==> config.mk <==
export PLATFORM = sky130hd
export DESIGN_NAME = tesq_timer
export DESIGN_NICKNAME = d
export VERILOG_FILES = /design/src/tesq_pkg.sv /design/src/tesq_trig_if.sv /design/src/tesq_timer.sv /design/src/tesq_trig_filter.sv
export SDC_FILE = /design/constraint.sdc
export NUM_CORES = 1
export LEC_CHECK = 0
export BUFFER_PORTS_ARGS = -buffer_cell sky130_fd_sc_hd__buf_2
export CAP_MARGIN = 25
export CORE_MARGIN = 3
export CORE_UTILIZATION = 40
export CTS_CLUSTER_SIZE = 8
export DETAILED_ROUTE_END_ITERATION = 7
export GPL_TIMING_DRIVEN = 0
export PLACE_DENSITY = 0.65
export SKIP_LAST_GASP = 1
export SLEW_MARGIN = 25
export SYNTH_ARGS = -nofsm -noshare
export SYNTH_HDL_FRONTEND = slang
export SYNTH_HIERARCHICAL = 1
export SYNTH_SLANG_ARGS = --single-unit
export TNS_END_PERCENT = 20
==> constraint.sdc <==
create_clock -name sys_clk -period 4.9 [get_ports sys_clk]
set_input_delay 0.98 -clock sys_clk [delete_from_list [all_inputs] [get_ports sys_clk]]
set_output_delay 0.98 -clock sys_clk [all_outputs]
set_load 0.05 [all_outputs]
==> src/tesq_pkg.sv <==
// Shared constants for the 16-bit timer with event, square wave and one-shot functions
package tesq_pkg;

  // ------------------------------------------------------------
  // Register byte offsets
  // ------------------------------------------------------------
  localparam logic [4:0] OFF_MAIN_COUNTER   = 5'h00;
  localparam logic [4:0] OFF_PERIOD_COMPARE = 5'h04;
  localparam logic [4:0] OFF_PULSE_COMPARE  = 5'h08;
  localparam logic [4:0] OFF_PRESCALER_MODE = 5'h0c;
  localparam logic [4:0] OFF_TIMER_MODE     = 5'h10;
  localparam logic [4:0] OFF_OUTPUT_CONTROL = 5'h14;
  localparam logic [4:0] OFF_CAPTURE_CTRL   = 5'h18;
  localparam logic [4:0] OFF_STATUS         = 5'h1c;

  // ------------------------------------------------------------
  // Field positions
  // ------------------------------------------------------------
  localparam int PRM_CLKSEL_LSB   = 0;  // Count clock select, 2 bits
  localparam int PRM_EDGE_LO_BIT  = 4;  // event_edge_sel_lo
  localparam int PRM_EDGE_HI_BIT  = 5;  // event_edge_sel_hi
  localparam int TMC_RUN_A_BIT    = 2;  // run_mode_bit_a
  localparam int TMC_RUN_B_BIT    = 3;  // run_mode_bit_b
  localparam int TOC_OE_BIT       = 0;  // output_enable_bit
  localparam int TOC_TOGGLE_BIT   = 1;  // toggle_on_match_bit
  localparam int TOC_ONESHOT_BIT  = 4;  // One-shot output mode
  localparam int TOC_SWTRIG_BIT   = 6;  // software_oneshot_trigger, write-only
  localparam int CRC_CAPTURE_BIT  = 0;  // pulse_compare_reg acts as capture register
  localparam int STA_OUT_BIT      = 0;
  localparam int STA_ACTIVE_BIT   = 1;
  localparam int STA_LEVEL_BIT    = 2;

  // ------------------------------------------------------------
  // Reset values
  // ------------------------------------------------------------
  localparam logic [15:0] RST_COUNTER = 16'h0000;
  localparam logic [15:0] RST_PERIOD  = 16'hffff;
  localparam logic [15:0] RST_PULSE   = 16'h0000;
  localparam logic [7:0]  RST_PRM     = 8'h00;
  localparam logic [7:0]  RST_TMC     = 8'h00;
  localparam logic [7:0]  RST_TOC     = 8'h00;
  localparam logic [7:0]  RST_CRC     = 8'h00;

  // ------------------------------------------------------------
  // Run modes, count clock sources and edge selections
  // ------------------------------------------------------------
  typedef enum logic [1:0] {
    TESQ_RUN_STOP      = 2'b00,
    TESQ_RUN_FREE      = 2'b01,
    TESQ_RUN_EDGE_CLR  = 2'b10,
    TESQ_RUN_MATCH_CLR = 2'b11
  } tesq_run_t;

  typedef enum logic [1:0] {
    TESQ_CLK_DIV2  = 2'b00,
    TESQ_CLK_DIV4  = 2'b01,
    TESQ_CLK_DIV8  = 2'b10,
    TESQ_CLK_EVENT = 2'b11
  } tesq_clksel_t;

  typedef enum logic [1:0] {
    TESQ_EDGE_FALL = 2'b00,
    TESQ_EDGE_RISE = 2'b01,
    TESQ_EDGE_NONE = 2'b10,
    TESQ_EDGE_BOTH = 2'b11
  } tesq_edge_t;

  // Trigger sampling divides the base clock by this count
  localparam int          SAMPLE_DIV   = 2;
  localparam logic [2:0]  PRESC_RST    = 3'h0;
  localparam logic [31:0] RDATA_UNMAP  = 32'h0000_0000;

endpackage

==> src/tesq_trig_if.sv <==
// Carrier between the timer core and the trigger input filter
`timescale 1ns/1ps
interface tesq_trig_if;
  import tesq_pkg::*;
  tesq_edge_t edgeSel;    // Valid edge selection
  logic       sampleEn;   // Sample strobe at half the base clock
  logic       accept;     // Edges accepted only while running
  logic       validEdge;  // One-cycle pulse per valid edge
  logic       level;      // Filtered pin level

  modport core (output edgeSel, output sampleEn, output accept,
                input validEdge, input level);
  modport filt (input edgeSel, input sampleEn, input accept,
                output validEdge, output level);
endinterface

==> src/tesq_timer.sv <==
// 16-bit timer/event counter with square wave and one-shot pulse output
//
// Our own choices: the register addresses and register access over Avalon-MM.
`timescale 1ns/1ps
module tesq_timer (
  input  wire logic        sys_clk,
  input  wire logic        rst,
  input  wire logic        ce,
  input  wire logic [4:0]  avs_address,
  input  wire logic        avs_read,
  input  wire logic        avs_write,
  input  wire logic [31:0] avs_writedata,
  input  wire logic [3:0]  avs_byteenable,
  output logic      [31:0] avs_readdata,
  output logic             avs_waitrequest,
  input  wire logic        trigger_input_pin,
  output logic             timer_output_pin,
  output logic             period_match_irq,
  output logic             capture_pulse_irq
);
  import tesq_pkg::*;

  // ------------------------------------------------------------
  // Declarations
  // ------------------------------------------------------------
  tesq_trig_if trig ();

  logic        busAck;
  logic [31:0] readData;
  logic        next_busAck;
  logic [31:0] next_readData;
  logic        wrEn;

  logic [15:0] main_counter;
  logic [15:0] period_compare_reg;
  logic [15:0] pulse_compare_reg;
  logic [7:0]  prescaler_mode_reg;
  logic [7:0]  timer_mode_reg;
  logic [7:0]  output_control_reg;
  logic [7:0]  capture_compare_ctrl_reg;
  logic [15:0] next_period;
  logic [15:0] next_pulse;
  logic [7:0]  next_prm;
  logic [7:0]  next_tmc;
  logic [7:0]  next_toc;
  logic [7:0]  next_crc;

  logic [2:0]  presc;
  logic        halfPhase;
  logic [15:0] next_counter;
  logic [2:0]  next_presc;
  logic        next_halfPhase;

  logic        outLevel;
  logic        pulseActive;
  logic        periodIrq;
  logic        next_outLevel;
  logic        next_pulseActive;
  logic        next_periodIrq;

  logic        capPending;
  logic        capIrqPending;
  logic        capIrq;
  logic        next_capPending;
  logic        next_capIrqPending;
  logic        next_capIrq;

  tesq_run_t    runMode;
  tesq_clksel_t clkSel;
  logic         running;
  logic         countTick;
  logic         periodMatch;
  logic         pulseMatch;
  logic         swTrigger;
  logic         oneShotMode;
  logic         extTrigger;
  logic         clearStart;
  logic         toggleMode;
  logic         captureMode;

  // ------------------------------------------------------------
  // Trigger filter
  // ------------------------------------------------------------
  tesq_trig_filter u_trig_filter (
    .sys_clk (sys_clk),
    .rst     (rst),
    .ce      (ce),
    .trigIn  (trigger_input_pin),
    .trig    (trig)
  );

  // Edge select and sampling strobe into the filter
  assign trig.edgeSel  = tesq_edge_t'({prescaler_mode_reg[PRM_EDGE_HI_BIT],
                                       prescaler_mode_reg[PRM_EDGE_LO_BIT]});
  assign trig.sampleEn = halfPhase;
  assign trig.accept   = running;   // Stopped timer accepts no pin edges

  // ------------------------------------------------------------
  // Decoded control
  // ------------------------------------------------------------
  assign runMode     = tesq_run_t'({timer_mode_reg[TMC_RUN_B_BIT],
                                    timer_mode_reg[TMC_RUN_A_BIT]});
  assign running     = (runMode != TESQ_RUN_STOP);
  assign clkSel      = tesq_clksel_t'(prescaler_mode_reg[PRM_CLKSEL_LSB +: 2]);
  assign oneShotMode = output_control_reg[TOC_ONESHOT_BIT];
  assign toggleMode  = output_control_reg[TOC_OE_BIT] && output_control_reg[TOC_TOGGLE_BIT];
  assign captureMode = capture_compare_ctrl_reg[CRC_CAPTURE_BIT];
  assign wrEn        = avs_write && busAck && ce;

  // Count clock: free-running prescaler, or filtered pin edges in event mode.
  // The prescaler is never restarted, so the first period after start is off
  // by up to one count clock; cheaper than re-phasing on every start.
  always_comb begin
    unique case (clkSel)
      TESQ_CLK_DIV2:  countTick = (presc[0] == 1'b1);
      TESQ_CLK_DIV4:  countTick = (presc[1:0] == 2'b11);
      TESQ_CLK_DIV8:  countTick = (presc == 3'b111);
      TESQ_CLK_EVENT: countTick = trig.validEdge;
    endcase
    countTick = countTick && running && ce;
  end

  // Matches are judged on the count clock against the held counter value
  assign periodMatch = countTick && (main_counter == period_compare_reg);
  assign pulseMatch  = countTick && (main_counter == pulse_compare_reg);

  // Software trigger is a write-one strobe, never stored
  assign swTrigger = wrEn && (avs_address == OFF_OUTPUT_CONTROL) && avs_byteenable[0]
                     && avs_writedata[TOC_SWTRIG_BIT] && running;

  // External trigger only in edge-restart mode, and never mid-pulse
  assign extTrigger = (runMode == TESQ_RUN_EDGE_CLR) && trig.validEdge
                      && !(oneShotMode && pulseActive);

  assign clearStart = swTrigger || extTrigger;

  // ------------------------------------------------------------
  // Avalon slave: one wait state per access
  // ------------------------------------------------------------
  // Read data is captured in the wait cycle and stands at the release edge
  always_comb begin
    next_busAck   = (avs_read || avs_write) && !busAck;
    next_readData = readData;
    if (avs_read && !busAck) begin
      unique case (avs_address)
        OFF_MAIN_COUNTER:   next_readData = {16'h0000, main_counter};
        OFF_PERIOD_COMPARE: next_readData = {16'h0000, period_compare_reg};
        OFF_PULSE_COMPARE:  next_readData = {16'h0000, pulse_compare_reg};
        OFF_PRESCALER_MODE: next_readData = {24'h000000, prescaler_mode_reg};
        OFF_TIMER_MODE:     next_readData = {24'h000000, timer_mode_reg};
        OFF_OUTPUT_CONTROL: next_readData = {24'h000000, output_control_reg};
        OFF_CAPTURE_CTRL:   next_readData = {24'h000000, capture_compare_ctrl_reg};
        OFF_STATUS: begin
          next_readData                = RDATA_UNMAP;
          next_readData[STA_OUT_BIT]   = outLevel;
          next_readData[STA_ACTIVE_BIT] = pulseActive;
          next_readData[STA_LEVEL_BIT] = trig.level;
        end
        default:            next_readData = RDATA_UNMAP;
      endcase
    end
  end

  always_ff @(posedge sys_clk or posedge rst) begin
    if (rst) begin
      busAck   <= 1'b0;
      readData <= RDATA_UNMAP;
    end else if (ce) begin
      busAck   <= next_busAck;
      readData <= next_readData;
    end
  end

  assign avs_waitrequest = (avs_read || avs_write) && !busAck;
  assign avs_readdata    = readData;

  // ------------------------------------------------------------
  // Control registers
  // ------------------------------------------------------------
  // Byte lanes 0 and 1 cover the 16-bit fields; upper lanes are ignored.
  // A captured count overrides a software write in the same cycle.
  always_comb begin
    next_period = period_compare_reg;
    next_pulse  = pulse_compare_reg;
    next_prm    = prescaler_mode_reg;
    next_tmc    = timer_mode_reg;
    next_toc    = output_control_reg;
    next_crc    = capture_compare_ctrl_reg;
    if (wrEn && avs_byteenable[0]) begin
      unique case (avs_address)
        OFF_PERIOD_COMPARE: next_period[7:0] = avs_writedata[7:0];
        OFF_PULSE_COMPARE:  next_pulse[7:0]  = avs_writedata[7:0];
        OFF_PRESCALER_MODE: next_prm         = avs_writedata[7:0];
        OFF_TIMER_MODE:     next_tmc         = avs_writedata[7:0];
        OFF_OUTPUT_CONTROL: next_toc         = avs_writedata[7:0] & 8'hbf;
        OFF_CAPTURE_CTRL:   next_crc         = avs_writedata[7:0];
        default:            next_tmc         = timer_mode_reg;
      endcase
    end
    if (wrEn && avs_byteenable[1]) begin
      if (avs_address == OFF_PERIOD_COMPARE) begin
        next_period[15:8] = avs_writedata[15:8];
      end
      if (avs_address == OFF_PULSE_COMPARE) begin
        next_pulse[15:8] = avs_writedata[15:8];
      end
    end
    if (captureMode && countTick && (capPending || trig.validEdge)) begin
      next_pulse = main_counter;
    end
  end

  always_ff @(posedge sys_clk or posedge rst) begin
    if (rst) begin
      period_compare_reg       <= RST_PERIOD;
      pulse_compare_reg        <= RST_PULSE;
      prescaler_mode_reg       <= RST_PRM;
      timer_mode_reg           <= RST_TMC;
      output_control_reg       <= RST_TOC;
      capture_compare_ctrl_reg <= RST_CRC;
    end else if (ce) begin
      period_compare_reg       <= next_period;
      pulse_compare_reg        <= next_pulse;
      prescaler_mode_reg       <= next_prm;
      timer_mode_reg           <= next_tmc;
      output_control_reg       <= next_toc;
      capture_compare_ctrl_reg <= next_crc;
    end
  end

  // ------------------------------------------------------------
  // Prescaler and main counter
  // ------------------------------------------------------------
  // Counter clears only on equality, so a period lowered below the count
  // runs on through 16'hffff and wraps before the next match
  always_comb begin
    next_presc     = presc + 3'h1;
    next_halfPhase = (SAMPLE_DIV == 2) ? !halfPhase : 1'b1;
    next_counter   = main_counter;
    if (!running) begin
      next_counter = RST_COUNTER;
    end else if (clearStart) begin
      next_counter = RST_COUNTER;
    end else if (countTick) begin
      if (periodMatch && (runMode == TESQ_RUN_MATCH_CLR)) begin
        next_counter = RST_COUNTER;
      end else begin
        next_counter = main_counter + 16'h0001;
      end
    end
  end

  always_ff @(posedge sys_clk or posedge rst) begin
    if (rst) begin
      presc        <= PRESC_RST;
      halfPhase    <= 1'b0;
      main_counter <= RST_COUNTER;
    end else if (ce) begin
      presc        <= next_presc;
      halfPhase    <= next_halfPhase;
      main_counter <= next_counter;
    end
  end

  // ------------------------------------------------------------
  // Timer output and period interrupt
  // ------------------------------------------------------------
  // One-shot: active from pulse match until period match. Square wave:
  // invert on each period match. Output disabled forces the pin low.
  always_comb begin
    next_outLevel    = outLevel;
    next_pulseActive = pulseActive;
    next_periodIrq   = periodMatch;
    if (!running || !output_control_reg[TOC_OE_BIT]) begin
      next_outLevel    = 1'b0;
      next_pulseActive = running && pulseActive && !periodMatch;
    end else if (oneShotMode) begin
      if (clearStart) begin
        next_outLevel    = 1'b0;
        next_pulseActive = 1'b1;
      end else if (periodMatch) begin
        next_outLevel    = 1'b0;
        next_pulseActive = 1'b0;
      end else if (pulseMatch && pulseActive) begin
        next_outLevel = 1'b1;
      end
    end else if (toggleMode && periodMatch) begin
      next_outLevel = !outLevel;
    end
  end

  always_ff @(posedge sys_clk or posedge rst) begin
    if (rst) begin
      outLevel    <= 1'b0;
      pulseActive <= 1'b0;
      periodIrq   <= 1'b0;
    end else if (ce) begin
      outLevel    <= next_outLevel;
      pulseActive <= next_pulseActive;
      periodIrq   <= next_periodIrq;
    end
  end

  assign timer_output_pin = outLevel;
  assign period_match_irq = periodIrq;

  // ------------------------------------------------------------
  // Capture into the pulse compare register
  // ------------------------------------------------------------
  // Edge waits for the next count clock to capture, flag follows one count
  // clock later; a register read in between does not block it
  always_comb begin
    next_capPending    = capPending;
    next_capIrqPending = capIrqPending;
    next_capIrq        = 1'b0;
    if (!running || !captureMode || clkSel == TESQ_CLK_EVENT) begin
      next_capPending    = 1'b0;
      next_capIrqPending = 1'b0;
    end else if (countTick) begin
      next_capPending    = 1'b0;
      next_capIrqPending = capPending || trig.validEdge;
      next_capIrq        = capIrqPending;
    end else if (trig.validEdge) begin
      next_capPending = 1'b1;
    end
  end

  always_ff @(posedge sys_clk or posedge rst) begin
    if (rst) begin
      capPending    <= 1'b0;
      capIrqPending <= 1'b0;
      capIrq        <= 1'b0;
    end else if (ce) begin
      capPending    <= next_capPending;
      capIrqPending <= next_capIrqPending;
      capIrq        <= next_capIrq;
    end
  end

  assign capture_pulse_irq = capIrq;
endmodule

==> src/tesq_trig_filter.sv <==
// Trigger input synchroniser, noise filter and valid edge detector
`timescale 1ns/1ps
module tesq_trig_filter (
  input  wire logic sys_clk,
  input  wire logic rst,
  input  wire logic ce,
  input  wire logic trigIn,
  tesq_trig_if.filt trig
);
  import tesq_pkg::*;

  logic syncA;
  logic syncB;
  logic syncC;
  logic level;
  logic edgeOut;
  logic next_level;
  logic next_edgeOut;

  // ------------------------------------------------------------
  // Next state
  // ------------------------------------------------------------
  // A new level counts only when two successive samples agree
  always_comb begin
    next_level   = level;
    next_edgeOut = 1'b0;
    if (trig.sampleEn && (syncB == syncC) && (syncC != level)) begin
      next_level = syncC;
      unique case (trig.edgeSel)
        TESQ_EDGE_RISE: next_edgeOut = syncC;
        TESQ_EDGE_FALL: next_edgeOut = !syncC;
        TESQ_EDGE_BOTH: next_edgeOut = 1'b1;
        TESQ_EDGE_NONE: next_edgeOut = 1'b0;
      endcase
      next_edgeOut = next_edgeOut && trig.accept;
    end
  end

  // ------------------------------------------------------------
  // Registers
  // ------------------------------------------------------------
  // Chain advances at the sample rate; the level starts low and follows a high pin
  // after reset even while stopped, with that edge masked because accept is low
  always_ff @(posedge sys_clk or posedge rst) begin
    if (rst) begin
      syncA   <= 1'b0;
      syncB   <= 1'b0;
      syncC   <= 1'b0;
      level   <= 1'b0;
      edgeOut <= 1'b0;
    end else if (ce) begin
      if (trig.sampleEn) begin
        syncA <= trigIn;
        syncB <= syncA;
        syncC <= syncB;
      end
      level   <= next_level;
      edgeOut <= next_edgeOut;
    end
  end

  assign trig.level     = level;
  assign trig.validEdge = edgeOut && ce;
endmodule

After elaboration in Yosys (flattened, before gate mapping):

Index checks and enable logic that the tools add are counted.
W data, S select, Z words.

* $add $sub $neg: 2
* $mul: 0
* divide/modulo/power cells: 0
* magnitude comparators: 0
* eq/ne operators: 23
* shift-type cells: 0
* multiplexer cells: 31
* bitwise gates (word level): 0
* reduce and logical (&&, ||, !) cells: 72

Operator list (count)
* $pmux W16 S8: 1
* $mux W16: 5
* $eq A16 B16 Y1: 2
* $mux W8: 4
* $reduce_and A3 Y1: 10
* $logic_and A1 B1 Y1: 29
* $eq A5 B5 Y1 const B: 4
* $mux W1: 19
* $add A16 B1 Y16 const B: 1
* $eq A2 B2 Y1 const B: 7
* $reduce_and A2 Y1: 6
* $reduce_bool A2 Y1: 6
* $eq A5 B4 Y1 const B: 2
* $logic_not A1 Y1: 9
* $reduce_bool A3 Y1: 3
* $pmux W1 S4: 2
* $logic_or A1 B1 Y1: 6
* $eq A5 B3 Y1 const B: 1
* $logic_not A5 Y1: 1
* $ne A5 B1 Y1 const B: 1
* $eq A2 B1 Y1 const B: 2
* $logic_not A2 Y1: 2
* $add A3 B1 Y3 const B: 1
* $eq A3 B3 Y1 const B: 1
* other kinds (3): 3

* register bits: 127
* bits in latches: 0
* bits in writable memories: 0
* ROM bits: 0
* input port bits: 47
* memories kept: 0

Depth between registers and ports, before layout:

Gate-level depths: netlist of run 1.

* depth in word-level cells: 11
* mapped depth: 10

By module:

Netlist of run 1, hierarchy kept.

Modules (own cells, without submodules)
* tesq_timer: times used 1, cells each 519, area each 5566.6 um^2, sequential area each 2672.6 um^2
* tesq_trig_filter: times used 1, cells each 24, area each 237.7 um^2, sequential area each 125.1 um^2

Worst setup path before layout of run 1:

OpenSTA, ideal clock, no wires.

* kind: input-to-reg
* start: input port ce
* end: register main_counter[13]
* data arrival time: 2.838 ns
* slack: 1.929 ns
* stages on the path: 9
* path buffers: 2
* cell sequence: and2_1 mux4_2 and3_1 buf_2 o41ai_4 buf_4 nor3b_1 xnor2_1 nor2_1

* longest elaborated chain between the ends: 10

RTL lines
* from (decl): RTL line tesq_timer.sv:8 `input wire logic ce,`
* $logic_and A1 B1 Y1: RTL line tesq_trig_filter.sv:63 `assign trig.validEdge = edgeOut && ce;`
* $pmux W1 S4: RTL line tesq_timer.sv:114 `unique case (clkSel)`
* $logic_and A1 B1 Y1 (2 in a row): RTL line tesq_timer.sv:120 `countTick = countTick && running && ce;`
* $logic_and A1 B1 Y1: RTL line tesq_timer.sv:124 `assign periodMatch = countTick && (main_counter == period_compare_reg);`
* $logic_and A1 B1 Y1: RTL line tesq_timer.sv:245 `if (periodMatch && (runMode == TESQ_RUN_MATCH_CLR)) begin`
* $mux W16: RTL line tesq_timer.sv:245
* $mux W16: RTL line tesq_timer.sv:244 `end else if (countTick) begin`
* $mux W16: RTL line tesq_timer.sv:242 `end else if (clearStart) begin`
* $mux W16: RTL line tesq_timer.sv:240 `if (!running) begin`
* to (signal assigned): RTL line tesq_timer.sv:261 `main_counter <= next_counter;`
* to (decl): RTL line tesq_timer.sv:34 `logic [15:0] main_counter;`

Parallel ways exist; a longest one is shown, timed or not. The select of a mux whose other input is x is not followed.
A chain may end at the register's enable or synchronous reset.

Worst setup path after layout of run 1:

* start: input port avs_address[4]
* end: register readData[4] (netlist: avs_readdata[4])

* longest elaborated chain between the ends: 2

RTL lines
* from (decl): RTL line tesq_timer.sv:9 `input wire logic [4:0] avs_address,`
* $eq A5 B5 Y1, or another cell as far along: RTL line tesq_timer.sv:145 `unique case (avs_address)`
* $pmux W16 S8 *: RTL line tesq_timer.sv:145
* to (signal assigned): RTL line tesq_timer.sv:170 `readData <= next_readData;`
* to (decl): RTL line tesq_timer.sv:29 `logic [31:0] readData;`

Mark *: on every way between the ends. The rest lies on a longest branch, timed or not.

==> impl_metrics.py, run 1 <==
metrics = {
    "layout": {
        "final_common_cell": "dfrtp_1",
        "antennaDiodeCount": 0,
        "fillers": 1304,
        "layout.nets": 668,
        "fin_util_pct": 47.41,
        "drive_above_1_share_pct": 27.93,
        "layout_common_cells": "95 x dfrtp_1, 55 x buf_2, 51 x mux2_2",
        "syn2layout_area_growth_pct": 14.70,
    },
    "pwr": {
        "p_clk_share_pct": 34.8,
        "seq_power_share_pct": 50.5,
        "p_int_uw": 1504,
        "share_comb_of_total_power_pct": 14.7,
        "ir_drop_uv": 206.3,
        "switchingPower_uw": 578.9,
        "cellPowerDensity_nw_per_um2": 312.9,
        "power.leakage_uw": 0.003023,
        "switching_share_pct": 27.79,
    },
    "clock_network": {
        "post_cts_resized": 0,
        "cts_made_buffers": 9,
        "clkSlewWorstSetupHoldPaths_ps": 70,
        "clkLatencyLatePin_ps": 360,
        "cts_max_level": 3,
        "cts_hold_buffers": 0,
        "post_cts_buffers": 0,
        "clock_path_buffers": 2,
        "cts_tree": "built",
        "cts_root_buffer": "clkbuf_16",
        "cts.sinks": 111,
    },
    "synthesis": {
        "synth_seq_cells": 111,
        "synthCells": 543,
        "synth.yosys.seq_area_share_pct": 48.20,
        "synth_ff_type": "dfrtp_1",
        "synth_edf_count": 0,
        "syn_avg_cell_area_um2": 10.69,
        "yosys_warnings": 6,
        "async_flop_share_pct": 100.0,
        "synth_cell_type_count": 52,
        "netlist_area_um2": 5804,
    },
    "die": {
        "initial_utilization_pct": 41.33,
        "fp.dieH_um": 126.5,
        "die_w_um": 126.5,
        "rows": 43,
        "ios": 83,
        "die_area_um2": 15990,
        "coreArea_um2": 14040,
    },
    "worst_setup_path": {
        "critPathKind": "input pin to flop",
        "arrival_ps": 3530,
        "cp.required_ps": 5210,
        "startpoint_type": "input pin",
        "reg2reg_slack_ps": 1930,
        "worst_setup_path_end_kind": "flop",
        "cp_max_fo": 10,
    },
    "routing": {
        "wl_per_cell_um": 18.13,
        "first_pass_iters": 5,
        "wirelength_um": 14560,
        "drt_iter0_drc": 359,
        "vias": 4449,
        "viasPerCell": 5.540,
        "drc_errors": 0,
        "antenna_left": 0,
    },
    "grt": {
        "antenna_found_initial": 0,
        "grt_util_met2_pct": 29.20,
        "grt_busiest_layer": "met2",
        "grt_pass1_wl_um": 23610,
        "use_met3_pct": 4.168,
        "grt_util_met1_pct": 25.36,
        "first_global_vias": 4426,
        "overflow": 0,
        "grt_usage_pct": 18.63,
        "grt_max_degree": 57,
    },
    "sta": {
        "fin_skew_ps": 7.309,
        "tightest_slew_ps": 918.9,
        "finalCriticalPeriod_ps": 3228,
        "setup_viol": 0,
        "grt_setup_unrepaired": "no",
        "maxSlewViolCount": 0,
        "hold_ws_ps": 474.4,
        "maxSlewHeadroom_pct": 38.51,
        "fmax_mhz": 309.8,
        "finalHoldViolations": 0,
        "finalCritPeriodShare_pct": 65.88,
    },
    "min_path": {
        "worstHoldPathType": "flop to flop",
    },
    "run_status": {
        "outcome": "complete, no violations",
    },
    "flow_run": {
        "maxCapViolCount": 0,
    },
    "placed_design": {
        "io_buffer_count": 48,
        "place_congestion": 0.8860,
        "place_hpwl_um": 10610,
    },
}
-- Yosys cell counts (4+ instances only) --
cell type	instances	area, µm²
a31oi_1	9	56.30
a21oi_1	21	105.1
inv_1	10	37.54
clkbuf_1	25	93.84
nor2_1	41	153.9
nand3_1	10	50.05
a22o_1	5	43.79
nor3_1	7	35.03
buf_4	17	127.6
nand4_1	10	62.56
mux2_2	51	574.3
a21o_1	14	105.1
buf_2	7	35.03
nor3_2	6	60.06
xnor2_1	44	385.4
nand2_1	40	150.1
and3_1	5	31.28
a22oi_1	24	180.2
mux2i_1	16	160.2
dfstp_2	16	420.4
dfrtp_1	95	2377
a222oi_1	4	40.04
o21ai_0	16	80.08
-- power by group through the flow --
stage	clock (µW)	combinational [µW]	sequential, µW
after CTS	741	309	1050
after global placement	0	292	1060
after global routing	775	341	1060
after detailed placement	0	308	1070
final	725	305	1050
after floorplan	0	225	1060
-- final timing paths --
check | from | endpoint | depth (start not counted)
max in group asynchronous | rst | period_compare_reg[8] | 3
min reg2reg | avs_readdata[4] | avs_readdata[4] | 1
max reg2reg | main_counter[2] | main_counter[3] | 8
min in group asynchronous | rst | u_trig_filter/syncB | 2
max | avs_address[4] | avs_readdata[4] | 8
min | avs_readdata[4] | avs_readdata[4] | 1
-- layer usage --
| metal | part of all wire, % | up-vias |
|---|---|---|
| met5 | 0 | - |
| met1 | 44 | 2225 |
| met2 | 47 | 137 |
| met4 | 2.8 | 0 |
| li1 | - | 2054 |
| met3 | 5.6 | 33 |
-- per-stage QoR --
stage	cells	power, µW	setup TNS (ps)	area [µm²]	setup WS [ps]
after floorplan	558	1280	0	5861	1158
after global placement	786	1357	-6456	6326	-80.09
after detailed placement	787	1377	0	6359	1270
after CTS	803	2102	0	6653	1619
after global routing	803	2179	0	6658	1533
final	803	2083	0	6658	1672
-- layout make-up --
cell class	instances	area, µm²	area share (%)
Buffer	50	260.3	3.909
Clock buffer	12	266.5	4.003
Clock inverter	4	27.53	0.4135
Inverter	11	46.29	0.6954
Multi-Input combinational cell	386	2766	41.55
Sequential cell	111	2798	42.02
Tap cell	180	225.2	3.383
Timing Repair Buffer	49	267.8	4.022
-- logic make-up after synthesis --
group | share of synthesized area, %
AO/OA/AOI/OAI | 13.17
XOR/XNOR | 7.092
adder cells (fa/ha/maj) | 0.6468
buffers and inverters | 5.195
flip-flops | 48.20
multiplexers | 13.04
other | 0.06461
AND/OR/NAND/NOR | 12.59
-- critical path, stage by stage --
cell and delay [ps]:
buf_2 100, or3_1 360, clkbuf_1 210, nor2_1 760
clkbuf_1 520, a22oi_1 180, a31oi_1 290, a21o_1 120
Note: power is estimated with default switching activity, not from simulation.
==> run 2: changes to the inputs <==
--- a/config.mk
+++ b/config.mk
@@ -12,7 +12,7 @@
 export CTS_CLUSTER_SIZE = 8
 export DETAILED_ROUTE_END_ITERATION = 7
 export GPL_TIMING_DRIVEN = 0
-export PLACE_DENSITY = 0.65
+export PLACE_DENSITY = 0.67
 export SKIP_LAST_GASP = 1
 export SLEW_MARGIN = 25
 export SYNTH_ARGS = -nofsm -noshare
==> constraint.sdc (replaced) <==
create_clock -name sys_clk -period 2.7 [get_ports sys_clk]
set_input_delay 0.54 -clock sys_clk [delete_from_list [all_inputs] [get_ports sys_clk]]
set_output_delay 0.54 -clock sys_clk [all_outputs]
set_load 0.05 [all_outputs]
==> impl_metrics.py, run 2 (synthesis results as in run 1) <==
metrics = {
    "layout": {
        "instances_no_fill": 803,
        "design_area_um2": 6730,
        "layout_common_cells": "95 x dfrtp_1, 54 x buf_2, 51 x mux2_2",
        "drive_above_1_share_pct": 28.73,
        "layout.nets": 668,
        "fin_util_pct": 47.93,
        "final_common_cell": "dfrtp_1",
        "antennaDiodeCount": 0,
        "syn2layout_area_growth_pct": 15.95,
    },
    "routing": {
        "drt_iter0_drc": 479,
        "antenna_left": 0,
        "vias": 4533,
        "first_pass_iters": 5,
        "wirelength_um": 14940,
        "wl_per_cell_um": 18.61,
        "viasPerCell": 5.645,
        "drc_errors": 0,
    },
    "placed_design": {
        "place_congestion": 0.8554,
        "io_buffer_count": 48,
        "place_hpwl_um": 10870,
        "placed_cells": 789,
        "placed_area_um2": 6397,
    },
    "worst_setup_path": {
        "path_cells": "buf_2, or3_1, clkbuf_1, nor3_2, clkbuf_1, a22oi_1, a31oi_1, a21o_1",
        "reg2reg_from": "presc[0]",
        "reg2reg_slack_ps": 150,
        "worst_setup_path_end_kind": "flop",
        "startpoint_type": "input pin",
        "critPathKind": "input pin to flop",
        "timing.rr.end": "main_counter[8]",
        "cp_slowest_cell": "nor3_2",
        "cp_max_fo": 10,
        "arrival_ps": 2860,
        "cp.required_ps": 2990,
        "crit_path_max_incr_delay_ps": 520,
        "cp_common_cell": "clkbuf_1",
        "r2r_cells": 8,
    },
    "pwr": {
        "share_comb_of_total_power_pct": 15.2,
        "switching_share_pct": 27.40,
        "p_int_uw": 2789,
        "power.leakage_uw": 0.003029,
        "switchingPower_uw": 1053,
        "cellPowerDensity_nw_per_um2": 570.8,
        "p_clk_share_pct": 35.0,
        "seq_power_share_pct": 49.8,
        "ir_drop_uv": 323.2,
    },
    "grt": {
        "grt_util_met1_pct": 25.23,
        "grt_util_met2_pct": 30.32,
        "grt_usage_pct": 18.74,
        "first_global_vias": 4568,
        "grt_busiest_layer": "met2",
        "overflow": 0,
        "use_met3_pct": 3.621,
        "grt_pass1_wl_um": 24050,
        "antenna_found_initial": 0,
        "grt_max_degree": 30,
    },
    "flow_run": {
        "maxCapViolCount": 0,
    },
    "clock_network": {
        "cts.sinks": 111,
        "clock_path_buffers": 2,
        "cts_made_buffers": 9,
        "cts_max_level": 3,
        "clkLatencyLatePin_ps": 350,
        "cts_tree": "built",
        "clkSlewWorstSetupHoldPaths_ps": 70,
        "cts_root_buffer": "clkbuf_16",
    },
    "sta": {
        "finalCritPeriodShare_pct": 95.07,
        "fin_skew_ps": 7.663,
        "fmax_mhz": 389.6,
        "tightest_slew_ps": 912.5,
        "finalCriticalPeriod_ps": 2567,
        "maxSlewViolCount": 0,
        "finalHoldViolations": 0,
        "setup_viol": 0,
        "grt_setup_unrepaired": "no",
        "maxSlewHeadroom_pct": 38.84,
    },
    "die": {
        "die_area_um2": 15990,
        "die_w_um": 126.5,
        "rows": 43,
        "initial_utilization_pct": 41.33,
        "coreArea_um2": 14040,
        "fp.dieH_um": 126.5,
        "ios": 83,
    },
    "min_path": {
        "worstHoldPathType": "input pin to asynchronous set/reset pin",
    },
    "run_status": {
        "outcome": "complete, no violations",
    },
}
==> run 2: metal layers <==
metal  up-vias  part of all wire (%)
li1       2050                     -
met1      2282                    43
met2       177                    49
met3        24                   5.6
met4         0                   2.3
met5         -                     0
==> run 2: worst max path at each step <==
| stage | startpoint | to | slack, ps | cells after the start |
|---|---|---|---|---|
| 6_report | avs_address[4] | avs_readdata[1] | 130 | 8 |
| 2_1_floorplan | presc[0] | main_counter[13] | 150 | 10 |
| 5_1_grt | main_counter[14] | main_counter[11] | 10 | 8 |
| 3_5_place_dp | avs_address[4] | avs_readdata[2] | -500 | 8 |
| 4_1_cts | presc[0] | pulse_compare_reg[15] | -100 | 9 |
| 3_3_place_gp | avs_address[4] | avs_readdata[2] | -460 | 8 |
==> run 2: repair_timing <==
action / CTS / global route
setup buffers: 1 / 0
hold buffers: 0 / 0
gates resized for setup: 2 / 8
endpoints found under the setup margin: 26 / 40
pin swaps: 1 / 2
==> run 2: area by class of cell <==
class	instances	area, µm²
buffer	47	251.5
clock buffer	13	250.2
clock inverter	3	42.54
fill	1311	7312
inverter	11	45.04
multi-input combinational	386	2803
sequential	111	2798
tap	180	225.2
timing repair buffer	52	315.3
==> run 2: per-stage QoR <==
| stage | setup WS (ps) | hold WS (ps) | power [µW] | setup TNS [ps] |
|---|---|---|---|---|
| 4_1_cts | -97.28 | 102.9 | 3844 | -991.2 |
| 2_1_floorplan | 154.1 | 318.5 | 2324 | 0 |
| 3_5_place_dp | -502.6 | 460.0 | 2504 | -10850 |
| 3_3_place_gp | -463.3 | 454.6 | 2461 | -9590 |
| 6_report | 133.2 | 106.2 | 3842 | 0 |
| 5_1_grt | 12.74 | 112.6 | 3997 | 0 |
==> run 2: worst max-delay path: cells and delay by family <==
family	cells	cell delay [ps]
buffers and inverters	3	830
AO/OA/AOI/OAI	3	600
AND/OR/NAND/NOR	2	890
==> run 2: power groups by stage <==
stage	combinational, µW	clock, µW	sequential [µW]
6_report	584	1350	1910
4_1_cts	572	1360	1910
3_5_place_dp	562	0	1940
2_1_floorplan	409	0	1920
5_1_grt	641	1430	1930
3_3_place_gp	531	0	1930
